===== config.mk =====
export PLATFORM = sky130hd
export DESIGN_NAME = acp_device_flat
export DESIGN_NICKNAME = d
export VERILOG_FILES = /design/src/rtl/acp_pkg.sv /design/src/rtl/acp_if.sv /design/src/rtl/acp_device.sv /design/src/flat_wrapper.sv
export VERILOG_INCLUDE_DIRS = /design/src /design/src/rtl
export SDC_FILE = /design/constraint.sdc
export NUM_CORES = 1
export LEC_CHECK = 0
export BUFFER_PORTS_ARGS = -buffer_cell sky130_fd_sc_hd__buf_2
export CORE_MARGIN = 2
export CORE_UTILIZATION = 40
export DETAILED_ROUTE_END_ITERATION = 8
export GPL_TIMING_DRIVEN = 0
export MAX_ROUTING_LAYER = met4
export SYNTH_ARGS = -nofsm -noshare
export SYNTH_HDL_FRONTEND = slang
export SYNTH_SLANG_ARGS = --single-unit
export TNS_END_PERCENT = 50

===== constraint.sdc =====
create_clock -name sys_clk -period 4.8 [get_ports sys_clk]
set_input_delay 0.24 -clock sys_clk [delete_from_list [all_inputs] [get_ports sys_clk]]
set_output_delay 0.24 -clock sys_clk [all_outputs]
set_load 0.005 [all_outputs]

===== src/rtl/acp_defines.svh =====
// Timing counts and command byte field positions of the converter command port.
`ifndef ACP_DEFINES_SVH
`define ACP_DEFINES_SVH
`define ACP_CMD_BITS 8
`define ACP_START_BIT 7
`define ACP_KIND_BIT 6
`define ACP_OP_HI 5
`define ACP_OP_LO 4
`define ACP_RATE_HI 3
`define ACP_ADDR_HI 5
`define ACP_ADDR_LO 1
`define ACP_DIR_BIT 0
`define ACP_RESULT_DONE_BITS 23
`define ACP_RESULT_BITS 24
`define ACP_REG_MAX_BITS 24
`define ACP_SYS_CLK_NS 10
`define ACP_SCLK_PERIOD_NS 160
`define ACP_SCLK_HALF_CYC (`ACP_SCLK_PERIOD_NS / (2 * `ACP_SYS_CLK_NS))
`define ACP_RESULT_ADDR_RST 5'h06
`endif


===== src/rtl/acp_pkg.sv =====
// Types and command byte builders shared by both ends of the command port.
`include "acp_defines.svh"
package acp_pkg;
   typedef enum logic [1:0] {
      OP_UNUSED = 2'b00,
      OP_POWERDOWN = 2'b01,
      OP_CALIBRATE = 2'b10,
      OP_SEQUENCE = 2'b11
   } acp_op_t;

   typedef enum logic [1:0] {
      PS_CONVERT = 2'b00,
      PS_SLEEP = 2'b01,
      PS_STANDBY = 2'b10,
      PS_RESERVED = 2'b11
   } acp_pstat_t;

   typedef enum logic [1:0] {
      DP_CMD = 2'b00,
      DP_WRITE = 2'b01,
      DP_READ = 2'b10,
      DP_IGNORE = 2'b11
   } acp_dphase_t;

   typedef enum logic [2:0] {
      HP_IDLE = 3'b000,
      HP_LOW = 3'b001,
      HP_HIGH = 3'b010,
      HP_END = 3'b011,
      HP_GAP = 3'b100
   } acp_hphase_t;

   // Conversion-type command byte: start bit set, kind bit clear.
   function automatic logic [7:0] acp_conv_cmd(input logic [1:0] op, input logic [3:0] rate);
      acp_conv_cmd = {1'b1, 1'b0, op, rate};
   endfunction : acp_conv_cmd

   // Register-access command byte: start and kind bits set, address, direction.
   function automatic logic [7:0] acp_reg_cmd(input logic [4:0] addr, input logic rd);
      acp_reg_cmd = {1'b1, 1'b1, addr, rd};
   endfunction : acp_reg_cmd
endpackage : acp_pkg


===== src/rtl/acp_if.sv =====
// Serial pins between the converter command port and its host.
`timescale 1ns/1ps
`default_nettype none
interface acp_if;
   logic select_n;
   logic sclk;
   logic mosi;
   logic miso;
   logic miso_oe_n;
   logic result_ready_n;

   modport device (
      input select_n,
      input sclk,
      input mosi,
      output miso,
      output miso_oe_n,
      output result_ready_n
   );

   modport host (
      output select_n,
      output sclk,
      output mosi,
      input miso,
      input miso_oe_n,
      input result_ready_n
   );
endinterface : acp_if
`default_nettype wire


===== src/rtl/acp_device.sv =====
// Device end of the converter serial command port: command decode and register access.
`timescale 1ns/1ps
`default_nettype none
`include "acp_defines.svh"
// Overview of operation
// - Write bytes commit MSB first, each eighth clock.
// - No update before sixteen clocks.
// - Cut writes update only completed upper bytes.
// - Read mode lasts while select stays low.
// - Select release ends transfer, resets controller.
// - Data input ignored during reads.
// - Result read of 23 bits releases ready.
// - Host repeats short result read fully later.
// - Command start bit one; kind bit selects.
// - Host holds select across whole access.
// - Conversion command: operation and rate fields.
// - Register command: address and direction bit.
// - Operation decode: powerdown, calibrate, sequencer.
// - Host exits sequencer via powerdown, polls status.
// - Sequencer ends in sleep unless continuous.
// - Host mode change: exit, reprogram, start, poll.
// - Read data launched on falling clock edges.
// - Deselected: pins ignored, output released.
// - Ready low when result available.
module acp_device #(
   parameter logic [4:0] RESULT_ADDR = `ACP_RESULT_ADDR_RST
) (
   input wire logic sys_clk,
   input wire logic reset,
   acp_if.device bus,
   output logic [4:0] reg_addr,
   input wire logic [1:0] reg_bytes,
   input wire logic [23:0] reg_rd_data,
   output logic reg_wr_valid,
   output logic [1:0] reg_wr_index,
   output logic [7:0] reg_wr_byte,
   output logic cmd_valid,
   output logic [1:0] cmd_operation,
   output logic [3:0] cmd_rate,
   output logic calibration_start,
   input wire logic [1:0] calibration_select,
   output logic [1:0] calibration_kind,
   input wire logic [1:0] powerdown_target,
   input wire logic [1:0] sequencer_mode_select,
   input wire logic single_cycle_enable,
   input wire logic continuous_single_cycle,
   input wire logic result_update,
   input wire logic sequence_done,
   output logic [1:0] power_status
);

   typedef struct packed {
      logic cs_m;
      logic cs_s;
      logic ck_m;
      logic ck_s;
      logic ck_p;
      logic di_m;
      logic di_s;
      acp_pkg::acp_dphase_t phase;
      logic [2:0] bit_cnt;
      logic [7:0] shift;
      logic [1:0] done_cnt;
      logic load;
      logic [23:0] tx;
      logic [4:0] out_cnt;
      logic miso;
      logic [4:0] addr;
      logic wr_valid;
      logic [1:0] wr_idx;
      logic [7:0] wr_byte;
      logic cmd_valid;
      logic [1:0] cmd_op;
      logic [3:0] cmd_rate;
      logic ready_n;
      acp_pkg::acp_pstat_t pstat;
   } acp_dev_state_t;

   acp_dev_state_t q;
   acp_dev_state_t d;
   logic rise;
   logic fall;
   logic [7:0] cmd_byte;
   logic result_clear;
   logic continuous;

   // Left-justifies a register value so its top bit leaves first whatever its width.
   function automatic logic [23:0] acp_align(input logic [23:0] data, input logic [1:0] bytes);
      unique case (bytes)
         2'h1: acp_align = {data[7:0], 16'h0000};
         2'h2: acp_align = {data[15:0], 8'h00};
         default: acp_align = data;
      endcase
   endfunction : acp_align

   // Edges come from the synchronised clock copy and its one-cycle delayed copy.
   assign rise = q.ck_s & ~q.ck_p;
   assign fall = ~q.ck_s & q.ck_p;
   assign cmd_byte = {q.shift[6:0], q.di_s};
   // Continuous and continuous single-cycle work in the first mode never self-terminate.
   assign continuous = (sequencer_mode_select == 2'h0)
                       & (~single_cycle_enable | continuous_single_cycle);

   // Next state of the whole port.
   always_comb
   begin
      d = q;
      result_clear = 1'b0;
      d.cs_m = bus.select_n;
      d.cs_s = q.cs_m;
      d.ck_m = bus.sclk;
      d.ck_s = q.ck_m;
      d.ck_p = q.ck_s;
      d.di_m = bus.mosi;
      d.di_s = q.di_m;
      d.wr_valid = 1'b0;
      d.cmd_valid = 1'b0;
      d.load = 1'b0;
      if (q.cs_s)
      begin
         // Deselect returns the controller to command reception, whatever was cut short.
         d.phase = acp_pkg::DP_CMD;
         d.bit_cnt = 3'h0;
         d.done_cnt = 2'h0;
         d.out_cnt = 5'h00;
         d.miso = 1'b0;
      end
      else
      begin
         unique case (q.phase)
            acp_pkg::DP_CMD:
            begin
               if (rise)
               begin
                  d.shift = cmd_byte;
                  d.bit_cnt = q.bit_cnt + 3'h1;
                  if (q.bit_cnt == 3'h7)
                  begin
                     if (!cmd_byte[`ACP_START_BIT])
                     begin
                        // A byte without the start bit is not a command; wait for deselect.
                        d.phase = acp_pkg::DP_IGNORE;
                     end
                     else if (!cmd_byte[`ACP_KIND_BIT])
                     begin
                        d.cmd_valid = 1'b1;
                        d.cmd_op = cmd_byte[`ACP_OP_HI:`ACP_OP_LO];
                        d.cmd_rate = cmd_byte[`ACP_RATE_HI:0];
                        d.phase = acp_pkg::DP_IGNORE;
                     end
                     else
                     begin
                        d.addr = cmd_byte[`ACP_ADDR_HI:`ACP_ADDR_LO];
                        if (cmd_byte[`ACP_DIR_BIT])
                        begin
                           // Register data is fetched next cycle, once the address is out.
                           d.phase = acp_pkg::DP_READ;
                           d.load = 1'b1;
                        end
                        else
                        begin
                           d.phase = acp_pkg::DP_WRITE;
                        end
                     end
                  end
               end
            end
            acp_pkg::DP_WRITE:
            begin
               if (rise)
               begin
                  d.shift = cmd_byte;
                  d.bit_cnt = q.bit_cnt + 3'h1;
                  // Nothing is committed until a whole data byte has arrived.
                  if (q.bit_cnt == 3'h7)
                  begin
                     d.wr_valid = 1'b1;
                     d.wr_byte = cmd_byte;
                     d.wr_idx = reg_bytes - 2'h1 - q.done_cnt;
                     d.done_cnt = q.done_cnt + 2'h1;
                     if ((q.done_cnt + 2'h1) >= reg_bytes)
                     begin
                        d.phase = acp_pkg::DP_IGNORE;
                     end
                  end
               end
            end
            acp_pkg::DP_READ:
            begin
               // The data input is not looked at in this phase.
               if (q.load)
               begin
                  d.tx = acp_align(reg_rd_data, reg_bytes);
               end
               if (fall)
               begin
                  // Past the register width zeros follow; read mode lasts until deselect.
                  d.miso = q.tx[23];
                  d.tx = {q.tx[22:0], 1'b0};
                  if (q.out_cnt != 5'h1F)
                  begin
                     d.out_cnt = q.out_cnt + 5'h01;
                  end
                  if ((q.addr == RESULT_ADDR) && (q.out_cnt == 5'(`ACP_RESULT_DONE_BITS - 1)))
                  begin
                     result_clear = 1'b1;
                  end
               end
            end
            acp_pkg::DP_IGNORE:
            begin
               d.phase = acp_pkg::DP_IGNORE;
            end
         endcase
      end
      // A new result arriving in the same cycle as a completed read wins.
      if (result_clear)
      begin
         d.ready_n = 1'b1;
      end
      if (result_update)
      begin
         d.ready_n = 1'b0;
      end
      // Power status follows accepted conversion commands and sequence completion.
      if (q.cmd_valid)
      begin
         unique case (q.cmd_op)
            acp_pkg::OP_POWERDOWN: d.pstat = acp_pkg::acp_pstat_t'(powerdown_target);
            acp_pkg::OP_SEQUENCE: d.pstat = acp_pkg::PS_CONVERT;
            default: d.pstat = q.pstat;
         endcase
      end
      else if (sequence_done && (q.pstat == acp_pkg::PS_CONVERT) && !continuous)
      begin
         d.pstat = acp_pkg::PS_SLEEP;
      end
   end

   // All port state in one register; reset leaves the port deselected and ready high.
   always_ff @(posedge sys_clk)
   begin
      if (reset)
      begin
         q <= '0;
         q.cs_m <= 1'b1;
         q.cs_s <= 1'b1;
         q.ready_n <= 1'b1;
         q.pstat <= acp_pkg::PS_SLEEP;
      end
      else
      begin
         q <= d;
      end
   end

   // Output released whenever the synchronised select is high.
   assign bus.miso = q.miso;
   assign bus.miso_oe_n = q.cs_s;
   assign bus.result_ready_n = q.ready_n;
   assign reg_addr = q.addr;
   assign reg_wr_valid = q.wr_valid;
   assign reg_wr_index = q.wr_idx;
   assign reg_wr_byte = q.wr_byte;
   assign cmd_valid = q.cmd_valid;
   assign cmd_operation = q.cmd_op;
   assign cmd_rate = q.cmd_rate;
   // Calibration kind is taken from the live setting at the command pulse.
   assign calibration_start = q.cmd_valid & (q.cmd_op == acp_pkg::OP_CALIBRATE);
   assign calibration_kind = calibration_select;
   assign power_status = q.pstat;

endmodule : acp_device
`default_nettype wire


===== src/flat_wrapper.sv =====
// flat-port wrapper written by rule: the top's interface ports become plain ports
module acp_device_flat 
#(
   parameter logic [4:0] RESULT_ADDR = `ACP_RESULT_ADDR_RST
)
  (sys_clk, reset, reg_addr, reg_bytes, reg_rd_data, reg_wr_valid, reg_wr_index, reg_wr_byte, cmd_valid, cmd_operation, cmd_rate, calibration_start, calibration_select, calibration_kind, powerdown_target, sequencer_mode_select, single_cycle_enable, continuous_single_cycle, result_update, sequence_done, power_status, bus_select_n, bus_sclk, bus_mosi, bus_miso, bus_miso_oe_n, bus_result_ready_n);
  acp_if bus_i ();
  input wire logic sys_clk;
  input wire logic reset;
  output logic [4:0] reg_addr;
  input wire logic [1:0] reg_bytes;
  input wire logic [23:0] reg_rd_data;
  output logic reg_wr_valid;
  output logic [1:0] reg_wr_index;
  output logic [7:0] reg_wr_byte;
  output logic cmd_valid;
  output logic [1:0] cmd_operation;
  output logic [3:0] cmd_rate;
  output logic calibration_start;
  input wire logic [1:0] calibration_select;
  output logic [1:0] calibration_kind;
  input wire logic [1:0] powerdown_target;
  input wire logic [1:0] sequencer_mode_select;
  input wire logic single_cycle_enable;
  input wire logic continuous_single_cycle;
  input wire logic result_update;
  input wire logic sequence_done;
  output logic [1:0] power_status;
  input wire logic [$bits(bus_i.select_n)-1:0] bus_select_n;
  input wire logic [$bits(bus_i.sclk)-1:0] bus_sclk;
  input wire logic [$bits(bus_i.mosi)-1:0] bus_mosi;
  output wire logic [$bits(bus_i.miso)-1:0] bus_miso;
  output wire logic [$bits(bus_i.miso_oe_n)-1:0] bus_miso_oe_n;
  output wire logic [$bits(bus_i.result_ready_n)-1:0] bus_result_ready_n;
  assign bus_i.select_n = bus_select_n;
  assign bus_i.sclk = bus_sclk;
  assign bus_i.mosi = bus_mosi;
  assign bus_miso = bus_i.miso;
  assign bus_miso_oe_n = bus_i.miso_oe_n;
  assign bus_result_ready_n = bus_i.result_ready_n;
  acp_device #(.RESULT_ADDR(RESULT_ADDR)) u_core (.sys_clk(sys_clk), .reset(reset), .bus(bus_i), .reg_addr(reg_addr), .reg_bytes(reg_bytes), .reg_rd_data(reg_rd_data), .reg_wr_valid(reg_wr_valid), .reg_wr_index(reg_wr_index), .reg_wr_byte(reg_wr_byte), .cmd_valid(cmd_valid), .cmd_operation(cmd_operation), .cmd_rate(cmd_rate), .calibration_start(calibration_start), .calibration_select(calibration_select), .calibration_kind(calibration_kind), .powerdown_target(powerdown_target), .sequencer_mode_select(sequencer_mode_select), .single_cycle_enable(single_cycle_enable), .continuous_single_cycle(continuous_single_cycle), .result_update(result_update), .sequence_done(sequence_done), .power_status(power_status));
endmodule

==> qor.txt <==
CTS tree - done
Mean area per synthesized cell - 8.56 sq um
Cts hold-fix bufs - 0
Post-synth top area cell - sky130_fd_sc_hd__dfxtp_1
Number of primary I/O pins - 72
Largest net degree at the start of global routing - 13
Worst path top cell family by delay - simple AND/OR/NAND/NOR gates
Worst Path Buf+Inv - 0
Most common cell in the synthesized netlist - sky130_fd_sc_hd__dfxtp_1
WP data arrival - 2050 ps
Count of input and output buffers - 69
Type of the worst setup path - reg -> reg
Dpl hpwl - 6570 um
Setup repair after global routing missed its margin - false
Total vias in the final route - 3183
# diodes - 0
Clock Sink Count - 78
Signed area change from the synthesized netlist to the final layout - 17.5%
Global-route wire length before repair - 14200 um
Clock buffer count from CTS - 9
Final hold slack - 80.9 ps
Count of cells resized by post-cts repair - 0
Clock slew at reported path FFs - 80 ps
Library cells used by synthesis - 48
Overall track demand over capacity in global routing - 18.3%
Initial antenna violation count - 0
Final critical delay including setup and external delays - 1830 ps
Cell repeated most along the worst path - sky130_fd_sc_hd__ha_1
Final ANT Viol Nets - 0
Starting DRC count in detailed routing - 139
Slowest stage cell on the critical path - sky130_fd_sc_hd__dfxtp_1
Core area - 9110 sq um
Share of the synthesized area in the top cell type - 42.1%
Post-Synthesis Cell Area - 3710 sq um
Nature of the critical path endpoint - flop
HP Class - in -> reg
Syn Inst Count - 433
Critical Path Source Type - flop
Die width - 100 um
Final setup skew - 9.97 ps
Number of synthesized flops with an enable pin - 0
Number of setup violations in the final report - 0
Count of buffers added by post-CTS timing repair for setup - 0
Share of synthesized cell area in full adder, half adder and majority cells - 3.37%
Synth Area in Simple Gates - 23.5%
Number of non-filler instances in the completed layout - 629
GRT overflow - 0
Last weighted congestion value of the routability-driven placer - 0.844
Final count of hold timing violations - 0
Synthesis warning total - 0
Layout cells sized above 1 - 26.4%
Full die area - 10100 sq um
Power density relative to cell area - 270 nW/um^2
DR vias/cell - 5.06
Average routed wire per standard cell - 13.8 um
Final clock period utilization by the worst path - 38.2%
XOR/XNOR share of the synthesized area - 2.13%
Root buffer cell - sky130_fd_sc_hd__clkbuf_8
FF+latch count, synth - 78
Sequential-to-total area share from yosys stat - 42.1%
Main flop type after synthesis - sky130_fd_sc_hd__dfxtp_1
Largest family of logic cells by synthesized area - simple AND/OR/NAND/NOR gates
Mux contribution to synthesized area - 4.05%
Max Fanout on Critical Path - 5
Clock latency at the later pin of the worst-skew pair - 340 ps
Buffer depth of the longest clock path - 2
Worst Path Required - 5020 ps
Nets - 564
Share of the core filled with cells in the final layout - 47.8%
Number of placed cells counting well taps - 613
Vias in the first global route - 2857
Count of H-tree levels built during CTS - 3
Largest voltage drop on the vdd net - 0.128 mV
Detailed-route DRC error count - 0
Maximum capacitance violations - 0
Ranking of synthesized cells by instance count - 78 x sky130_fd_sc_hd__dfxtp_1, 67 x sky130_fd_sc_hd__nand2_1, 42 x sky130_fd_sc_hd__nor2_1, 29 x sky130_fd_sc_hd__a21oi_1, 28 x sky130_fd_sc_hd__buf_4
Status - finished, final reports clean
Number of pins exceeding their max-slew limit in the final report - 0
Headroom to the max-slew limit - 57.4%
Drt pass-1 iters - 4
Achievable Freq - 545 MHz
Floorplan die height - 100 um
Number of cell rows - 35
Async SR Flop Fraction - 0%
Critical path, cell by cell - ha_1 -> ha_1 -> nor2b_2 -> nand4_1 -> mux2i_1 -> nor2_1
Setup TNS - 0 ps
Top post-synthesis cells by area - sky130_fd_sc_hd__dfxtp_1 42%, sky130_fd_sc_hd__nand2_1 6.8%, sky130_fd_sc_hd__buf_4 5.7%
Starting density of the core - 40.7%
Mapped Nets - 484
Complex-gate fraction of the synthesized area - 14.6%
Final routed wirelength across all metal layers - 8690 um
Longest individual stage delay on the worst path - 350 ps
Static leakage power - 1.77 nW
Slew @ Worst Pin - 639 ps
worst paths after layout:
kind | cells past startpoint | from | end | slack, ps
setup / recovery | 6 | u_core.q[67] | u_core.reg_addr[3] | 2970
hold / removal | 2 | bus_select_n | u_core.d[77] | 80
setup reg to reg | 6 | u_core.q[67] | u_core.reg_addr[3] | 2970
hold reg to reg | 1 | u_core.d[77] | u_core.bus.miso_oe_n | 410
cell type report:
| class | count | area (sq um) |
|---|---|---|
| inverter | 7 | 26.3 |
| clock inverter | 5 | 25.0 |
| buffer | 55 | 353 |
| tap | 111 | 139 |
| sequential | 78 | 1560 |
| fill | 904 | 4750 |
| clock buffer | 11 | 141 |
| multi-input combinational | 293 | 1770 |
| timing repair buffer | 69 | 345 |
flip-flops by register name, indices dropped and copies added (netlist names):
register,cells
u_core.cmd_operation,2
u_core.cmd_byte,8
u_core.q,38
u_core.reg_wr_byte,8
u_core.bus.miso,1
u_core.reg_wr_index,2
u_core.cmd_valid,1
u_core.reg_addr,5
u_core.reg_wr_valid,1
u_core.d,4
u_core.power_status,2
u_core.bus.miso_oe_n,1
u_core.cmd_rate,4
u_core.bus.result_ready_n,1
kinds of logic after synthesis:
| group | after synthesis |
|---|---|
| xor gates and xnor gates | 9 |
| buffers and inverters | 62 |
| AOI/OAI and AO/OA | 79 |
| DFF | 78 |
| and+or+nand+nor | 180 |
| adders and majority gates | 10 |
| muxes | 15 |
layer usage:
| metal | vias up | wire (um) | GRT usage, % |
|---|---|---|---|
| met3 | 7 | 345 | 2.58 |
| met4 | 0 | 91 | 6.53 |
| met2 | 73 | 3920 | 27.3 |
| li1 | 1634 | - | - |
| met5 | - | 0 | - |
| met1 | 1469 | 4330 | 25.4 |
through the flow:
step,setup WS [ps],area (sq um),power [W]
6_report,2970,4360,0.00118
5_1_grt,2770,4360,0.00123
4_1_cts,2970,4360,0.00119
3_5_place_dp,2880,4190,0.000766
3_3_place_gp,2830,4190,0.000766
2_1_floorplan,3230,3710,0.000724
placed cells by master, fill, tap and decap left out, types with 2 or more instances in the layout:
| master | synthesis | routed |
|---|---|---|
| sky130_fd_sc_hd__o211ai_1 | 16 | 16 |
| sky130_fd_sc_hd__nand3_1 | 12 | 12 |
| sky130_fd_sc_hd__nor3_1 | 18 | 18 |
| sky130_fd_sc_hd__buf_1 | 2 | 2 |
| sky130_fd_sc_hd__inv_1 | 7 | 7 |
| sky130_fd_sc_hd__a211oi_1 | 10 | 10 |
| sky130_fd_sc_hd__nor2b_1 | 15 | 15 |
| sky130_fd_sc_hd__xnor2_1 | 6 | 6 |
| sky130_fd_sc_hd__xor2_1 | 3 | 3 |
| sky130_fd_sc_hd__nor3b_1 | 3 | 3 |
| sky130_fd_sc_hd__buf_2 | 8 | 77 |
| sky130_fd_sc_hd__mux2i_1 | 15 | 15 |
| sky130_fd_sc_hd__nand2b_1 | 2 | 2 |
| sky130_fd_sc_hd__dfxtp_1 | 78 | 78 |
| sky130_fd_sc_hd__a311oi_1 | 7 | 7 |
| sky130_fd_sc_hd__and3_1 | 2 | 2 |
| sky130_fd_sc_hd__nor4b_1 | 2 | 2 |
| sky130_fd_sc_hd__nand4_1 | 3 | 3 |
| sky130_fd_sc_hd__nor2_1 | 42 | 42 |
| sky130_fd_sc_hd__nand2_1 | 67 | 67 |
| sky130_fd_sc_hd__a21oi_1 | 29 | 29 |
| sky130_fd_sc_hd__clkinv_2 | 0 | 5 |
| sky130_fd_sc_hd__buf_6 | 4 | 4 |
| sky130_fd_sc_hd__ha_1 | 10 | 10 |
| sky130_fd_sc_hd__clkbuf_1 | 12 | 13 |
| sky130_fd_sc_hd__clkbuf_8 | 0 | 10 |
| sky130_fd_sc_hd__buf_4 | 28 | 28 |
| sky130_fd_sc_hd__or2_2 | 3 | 3 |
| sky130_fd_sc_hd__a221oi_1 | 8 | 8 |
power breakdown:
| group | internal, W | total [W] | switching [W] |
|---|---|---|---|
| Sequential | 0.000650 | 0.000652 | 0.00000267 |
| Combinational | 0.0000404 | 0.0000983 | 0.0000578 |
| Clock | 0.000198 | 0.000427 | 0.000229 |
No activity file was read; power rests on OpenSTA's default activity.
